### config.mk
export PLATFORM = sky130hd
export DESIGN_NAME = cacr_regs
export DESIGN_NICKNAME = d
export VERILOG_FILES = /design/src/verilog/cacr_pkg.sv /design/src/verilog/cacr_regs.sv
export SDC_FILE = /design/constraint.sdc
export NUM_CORES = 1
export LEC_CHECK = 0
export BUFFER_PORTS_ARGS = -buffer_cell sky130_fd_sc_hd__buf_4
export CAP_MARGIN = 10
export CORE_MARGIN = 3
export CORE_UTILIZATION = 48
export DETAILED_ROUTE_END_ITERATION = 6
export PLACE_DENSITY_LB_ADDON = 0.3
export SLEW_MARGIN = 20
export SYNTH_ARGS = -nofsm -noshare
export SYNTH_HDL_FRONTEND = slang
export SYNTH_SLANG_ARGS = --single-unit
### constraint.sdc
create_clock -name i_sys_clk -period 1.5 [get_ports i_sys_clk]
set_input_delay 0.15 -clock i_sys_clk [delete_from_list [all_inputs] [get_ports i_sys_clk]]
set_output_delay 0.15 -clock i_sys_clk [all_outputs]
set_load 0.005 [all_outputs]
### src/verilog/cacr_pkg.sv
package cacr_pkg;

  // Register addresses on the plain register port
  localparam int unsigned ADDR_W = 8;
  localparam logic [7:0] OFF_EDGE_POS = 8'h2c;
  localparam logic [7:0] OFF_EDGE_POS1 = 8'h2d;
  localparam logic [7:0] OFF_EDGE_POS2 = 8'h2e;
  localparam logic [7:0] OFF_FS_A_LO = 8'h30;
  localparam logic [7:0] OFF_FS_A_HI = 8'h31;
  localparam logic [7:0] OFF_FS_B_LO = 8'h32;
  localparam logic [7:0] OFF_FS_B_HI = 8'h33;
  localparam logic [7:0] OFF_REF_BYP = 8'h38;
  localparam logic [7:0] OFF_TSTP_CTL = 8'h3b;
  localparam logic [7:0] OFF_LANE_PE = 8'h48;

  // Reset values
  localparam logic [15:0] FS_RESET = 16'ha000;
  localparam logic [23:0] POS_RESET = 24'h000000;
  localparam logic [7:0] BYTE_RESET = 8'h00;

  // Field positions
  localparam int unsigned BIT_REF_BYP = 0;
  localparam int unsigned BIT_RX_EN = 1 - 1;
  localparam int unsigned BIT_PECL = 1;
  localparam int unsigned BIT_PE_EXTRA = 3;
  localparam int unsigned PE_LVL_W = 3;
  localparam int unsigned NUM_LANES = 16;

  // Settings carried to the analog side
  typedef struct packed {
    logic [15:0]         fullscale_range_input_a;
    logic [15:0]         fullscale_range_input_b;
    logic                reference_bypass;
    logic                timestamp_receiver_enable;
    logic                timestamp_pecl_mode;
    logic [PE_LVL_W-1:0] lane_preemphasis_level;
    logic                lane_preemphasis_extra;
  } cacr_cfg_t;

endpackage : cacr_pkg

### src/verilog/cacr_regs.sv
// Function
// - The block shows a 24-bit captured position of the alignment reference edge.
// - The edge position register at 0x2C is read-only and valid only after a capture.
// - Input A full-scale code is 16 bits, defaulting to 0xA000 (800 mVPP).
// - Input B full-scale code at 0x32 is separate, same coding and default.
// - Reference bypass bit 0 selects the analog core supply as reference.
// - Timestamp control bit 0 enables the timestamp receiver, clear after reset.
// - Timestamp control bit 1 selects low-voltage PECL mode.
// - Pre-emphasis level in bits 2:0 applies to all 16 serializer lanes.
// - Pre-emphasis bit 3 adds an extra boost and resets to zero.
`timescale 1ns/1ps
module cacr_regs #(
  parameter int unsigned LANES = cacr_pkg::NUM_LANES
) (
  // Clock and reset
  input  wire logic                       i_sys_clk,
  input  wire logic                       i_rst,
  // Register port
  input  wire logic [cacr_pkg::ADDR_W-1:0] i_addr,
  input  wire logic [7:0]                 i_wdata,
  input  wire logic                       i_wr,
  input  wire logic                       i_rd,
  output logic      [7:0]                 o_rdata,
  // Edge position capture from the detector
  input  wire logic                       i_pos_valid,
  input  wire logic [23:0]                i_pos_value,
  output logic                            o_pos_captured,
  // Analog settings
  output cacr_pkg::cacr_cfg_t             o_cfg,
  output logic [LANES*cacr_pkg::PE_LVL_W-1:0] o_lane_pe_level,
  output logic [LANES-1:0]                o_lane_pe_extra
);

  logic [23:0] pos_r;
  logic        cap_r;
  logic [15:0] fs_a_r;
  logic [15:0] fs_b_r;
  logic        byp_r;
  logic        rx_en_r;
  logic        pecl_r;
  logic [cacr_pkg::PE_LVL_W-1:0] pe_lvl_r;
  logic        pe_ext_r;
  logic [7:0]  rdata_nxt;

  // Edge position capture, no write path from software
  always_ff @(posedge i_sys_clk) begin
    if (i_rst) begin
      pos_r <= cacr_pkg::POS_RESET;
      cap_r <= 1'b0;
    end else if (i_pos_valid) begin
      pos_r <= i_pos_value;
      cap_r <= 1'b1;
    end
  end

  // Full-scale codes, byte writable
  always_ff @(posedge i_sys_clk) begin
    if (i_rst) begin
      fs_a_r <= cacr_pkg::FS_RESET;
      fs_b_r <= cacr_pkg::FS_RESET;
    end else if (i_wr) begin
      case (i_addr)
        cacr_pkg::OFF_FS_A_LO: fs_a_r[7:0]  <= i_wdata;
        cacr_pkg::OFF_FS_A_HI: fs_a_r[15:8] <= i_wdata;
        cacr_pkg::OFF_FS_B_LO: fs_b_r[7:0]  <= i_wdata;
        cacr_pkg::OFF_FS_B_HI: fs_b_r[15:8] <= i_wdata;
        default: ;
      endcase
    end
  end

  // Control bits; reserved bits are not stored
  always_ff @(posedge i_sys_clk) begin
    if (i_rst) begin
      byp_r    <= 1'b0;
      rx_en_r  <= 1'b0;
      pecl_r   <= 1'b0;
      pe_lvl_r <= '0;
      pe_ext_r <= 1'b0;
    end else if (i_wr) begin
      case (i_addr)
        cacr_pkg::OFF_REF_BYP: byp_r <= i_wdata[cacr_pkg::BIT_REF_BYP];
        cacr_pkg::OFF_TSTP_CTL: begin
          rx_en_r <= i_wdata[cacr_pkg::BIT_RX_EN];
          pecl_r  <= i_wdata[cacr_pkg::BIT_PECL];
        end
        cacr_pkg::OFF_LANE_PE: begin
          pe_lvl_r <= i_wdata[cacr_pkg::PE_LVL_W-1:0];
          pe_ext_r <= i_wdata[cacr_pkg::BIT_PE_EXTRA];
        end
        default: ;
      endcase
    end
  end

  // Read mux; reserved and unmapped read zero
  always_comb begin
    rdata_nxt = cacr_pkg::BYTE_RESET;
    case (i_addr)
      cacr_pkg::OFF_EDGE_POS:  rdata_nxt = pos_r[7:0];
      cacr_pkg::OFF_EDGE_POS1: rdata_nxt = pos_r[15:8];
      cacr_pkg::OFF_EDGE_POS2: rdata_nxt = pos_r[23:16];
      cacr_pkg::OFF_FS_A_LO:   rdata_nxt = fs_a_r[7:0];
      cacr_pkg::OFF_FS_A_HI:   rdata_nxt = fs_a_r[15:8];
      cacr_pkg::OFF_FS_B_LO:   rdata_nxt = fs_b_r[7:0];
      cacr_pkg::OFF_FS_B_HI:   rdata_nxt = fs_b_r[15:8];
      cacr_pkg::OFF_REF_BYP:   rdata_nxt = {7'h00, byp_r};
      cacr_pkg::OFF_TSTP_CTL:  rdata_nxt = {6'h00, pecl_r, rx_en_r};
      cacr_pkg::OFF_LANE_PE:   rdata_nxt = {4'h0, pe_ext_r, pe_lvl_r};
      default:                 rdata_nxt = cacr_pkg::BYTE_RESET;
    endcase
  end

  // Read data registered, valid only the cycle after the strobe
  always_ff @(posedge i_sys_clk) begin
    if (i_rst) o_rdata <= cacr_pkg::BYTE_RESET;
    else if (i_rd) o_rdata <= rdata_nxt;
    else o_rdata <= cacr_pkg::BYTE_RESET;
  end

  // Settings outputs
  always_comb begin
    o_cfg.fullscale_range_input_a   = fs_a_r;
    o_cfg.fullscale_range_input_b   = fs_b_r;
    o_cfg.reference_bypass          = byp_r;
    o_cfg.timestamp_receiver_enable = rx_en_r;
    o_cfg.timestamp_pecl_mode       = pecl_r;
    o_cfg.lane_preemphasis_level    = pe_lvl_r;
    o_cfg.lane_preemphasis_extra    = pe_ext_r;
  end

  assign o_pos_captured = cap_r;

  // One global setting fanned out to every lane
  for (genvar g = 0; g < LANES; g++) begin : g_lane
    assign o_lane_pe_level[g*cacr_pkg::PE_LVL_W +: cacr_pkg::PE_LVL_W] = pe_lvl_r;
    assign o_lane_pe_extra[g] = pe_ext_r;
  end

endmodule : cacr_regs

==> results by stage <==
Placed design:
- The count of buffers added on input and output ports is 156.
- In this run the cell area measured after placement is 4570 sq um.
- Counting tap cells, the placed design contains a total of 564 instances.
- The congestion estimate from routability-driven global placement came to 0.805.
- Once detailed placement completed, the half-perimeter wirelength came to 7240 microns.

Detailed routing:
- The first detailed-routing pass took 4 iterations.
- In this run, the number of DRC markers left after iteration 0 of detailed routing was 147.
- The count of antenna-violating nets left after detailed routing is 0.
- The total via count after detailed routing is 3,021.
- The routed wirelength normalized by instance count is 16.4 microns.
- The post-route DRC violation count is 0.
- In the routed layout, each cell is associated on average with a via count of 5.21.
- Summed over all layers, the routed wires come to 9500 microns.

Floorplan:
- The core box area is 7410 sq um.
- The area of the die is 8910 sq um.
- The floorplan step set the die width to 94.4 microns.
- Once the floorplan was initialized, standard cells occupied 50.6% of the core.
- The height of the die is 94.4 microns.
- The number of core rows is 31.
- 157 I/O pins were placed.

Timing:
- The final worst-path cycle share is 86.4%.
- The number of slew-limit violations in the final report was 0.
- Setup repair after global routing left no endpoint under its margin.
- Measured against its own limit, the worst slew margin works out to 72.3%.
- The fmax is 772 MHz.
- The routed design could run at a clock period as short as 1.30 ns.
- The number of hold violations in the final report is 0.
- Setup violations remaining at the end of the flow were counted as 0.
- The worst clock skew on the final layout is 0.0134 ns.
- The final setup TNS is 0 ns.
- The slew at the pin closest to its max-slew limit is 0.415 ns.

Synthesis:
- The number of nets in the synthesized netlist is 424.
- The distinct cell type count of the synthesized netlist is 44.
- The xor-xnor portion of the synthesized cell area is 0%.
- The count of warnings emitted by yosys is 0.
- The synthesized design contains 72 register bits.
- Sequential cells were found to cover 38.4% of the synthesized design area.
- The complex-gate fraction of the synthesized area is 7.71%.
- In the synthesized netlist the async set-or-reset flop fraction comes to 0%.
- After synthesis the cells add up to 3750 sq um.
- In the synthesized netlist, the number of instances is 379.
- Yosys mapped a number of flops with a built-in enable equal to 0.
- The most used flip-flop cell after synthesis is dfxtp_1.
- The post-synthesis share of cell area spent on full adders, half adders and majority gates is 0%.
- The share of cell area taken by muxes after synthesis is 21.4%.
- Each instance of the synthesized netlist takes up on average 9.89 sq um.
- After Yosys synthesis, and, or, nand and nor cells account for 15.3% of the synthesized area.
- The combinational family with the most area after synthesis is multiplexers.

Final layout:
- The library cells used most frequently in the layout, excluding fill and tap cells, are buf_4 (171), dfxtp_1 (72), nor2_1 (64).
- The fill cell total of the finished layout is 618.
- The final cell area excluding filler cells is 4790 sq um.
- Once layout is complete, the cells apart from fillers number 580.
- The area added between synthesis and finish is 27.8%.
- The area of the multi-input gates is 1670 sq um.
- In the final layout, flip-flops and latches occupy 1440 sq um.
- Leaving out fill and tap cells, the most frequent cell in the layout is buf_4.
- The post-route netlist has 43.2% of its cells at a drive strength greater than 1.
- The number of antenna diodes in the final layout is 0.
- In the final design database the tool counted 521 nets.

Global routing:
- The pin count of the biggest net entering global routing is 49.
- The overall routing resource usage is 21.3%.
- The global-route wire length before repair is 14,600 microns.
- The number of global-route vias before repair is 2,849.
- The initial antenna violation count was 0.
- The overflow left after global routing is 0.

Worst setup path:
- The nature of the critical path startpoint is a flop.
- The slack of the worst reg-to-reg path is 0.20 ns.
- The worst setup path startpoint is fs_a_r[8].
- STA classifies the critical path endpoint as a flop.
- The number of cells on the worst reg-to-reg path is 3.
- The setup path with the least slack is of type reg -> reg.
- STA puts the critical path data required time at 1.73 ns.
- Following the worst setup path forward leads to its endpoint at o_rdata[0].
- The launch instance of the worst register-to-register path is fs_a_r[8].
- The endpoint identified for the worst register-to-register timing path is o_rdata[0].
- In this run the worst path has a maximum fanout of 3.
- The data arrival time of the worst path is 1.52 ns.

Clocking:
- The H-tree depth is 3.
- The cell sitting at the root of the clock tree is a clkbuf_8.
- Once the clock tree was built, the setup fixing pass inserted 0 buffers.
- Clock tree synthesis inserted a total of 9 buffers.
- TritonCTS built the clock tree.
- The clock net sink count is 72.
- In this run the deepest clock path goes through 2 buffers.
- The count of cells resized by post-cts repair is 0.
- After clock tree synthesis, the clock-pin slew on the worst setup and hold paths is 0.08 ns.
- Hold repair after CTS inserted 0 buffers.
- The clock latency at the later pin of the worst-skew pair is 0.36 ns.

Worst hold path:
- The worst hold-check path type is in -> reg.

Run:
- The max-capacitance violation count is 0.

Power and ir drop:
- The largest vdd supply drop is 541 uV.
- The power density over the cells is 844 nW/um^2.
- The leakage dissipation is 2.37 nW.

Outcome:
- The run finished with clean final reports.
[layout make-up]
class / instances / area share, %
Sequential cell: 72 / 30.1
Clock inverter: 6 / 1.91
Multi-Input combinational cell: 219 / 34.7
Clock buffer: 10 / 2.66
Tap cell: 99 / 2.58
Timing Repair Buffer: 174 / 28.0
[sequential cells by signal, indices dropped and copies added (netlist names)]
name / count
pos_r: 24
fs_a_r: 16
fs_b_r: 16
o_rdata: 8
pe_lvl_r: 3
byp_r: 1
o_pos_captured: 1
pe_ext_r: 1
pecl_r: 1
rx_en_r: 1
[Yosys cell counts (all sizes together), types with 6 or more instances]
cell / n / area (sq um)
a21oi: 11 / 58.8
a22oi: 8 / 60.1
buf: 78 / 586
clkbuf: 10 / 57.6
dfxtp: 72 / 1440
mux2i: 61 / 611
mux4: 8 / 191
nand2: 8 / 30.0
nand3: 6 / 30.0
nand4: 6 / 56.3
nor2: 65 / 246
nor3: 8 / 40.0
o2bb2ai: 8 / 70.1
[critical path, stage by stage (launching register included)]
cell      delay [ns]
dfxtp_1         0.35
mux4_1          0.52
a22oi_1         0.20
a211oi_1        0.10
[report_power, final]
| part | leakage, nW | internal [mW] | switching [mW] |
|---|---|---|---|
| clock | 0.111 | 0.945 | 0.742 |
| combinational | 1.67 | 0.189 | 0.194 |
| sequential | 0.585 | 1.95 | 0.0216 |
| total | 2.37 | 3.09 | 0.958 |
[logic make-up after synthesis]
| family | count (synthesis) |
|---|---|
| AOI/OAI and AO/OA | 37 |
| and+or+nand+nor | 113 |
| muxes | 69 |
| DFF | 72 |
| buffers and inverters | 88 |
[how the worst min path moves through the flow]
stage / start / to / slack (ns) / depth (start not counted)
2_1_floorplan: i_wdata[0] / byp_r / 0.29 / 2
3_3_place_gp: i_pos_value[22] / pos_r[22] / 0.39 / 3
3_5_place_dp: i_pos_value[3] / pos_r[3] / 0.39 / 3
4_1_cts: i_pos_value[19] / pos_r[19] / 0.03 / 3
5_1_grt: i_pos_value[13] / pos_r[13] / 0.04 / 3
6_report: i_pos_value[16] / pos_r[16] / 0.02 / 3
[stage by stage]
stage | worst slack, ns | power, mW | hold slack [ns] | utilization (%)
after floorplan | 0.139 | 2.23 | 0.294 | -
after global placement | 0.0426 | 2.39 | 0.386 | 61.7
after detailed placement | 0.0506 | 2.40 | 0.392 | 61.7
after CTS | 0.210 | 4.06 | 0.0257 | 64.7
after global routing | 0.180 | 4.17 | 0.0437 | 64.7
final | 0.205 | 4.04 | 0.0244 | 64.7
[per-layer routing]
metal | vias up | part of all wire (%) | global-route usage [%]
met1 | 1401 | 43 | 27.6
met5 | - | 0 | 0
met3 | 12 | 9.0 | 5.26
met2 | 142 | 46 | 34.7
li1 | 1466 | - | -
met4 | 0 | 1.5 | 7.46
Power figures use the tool's default switching activity.
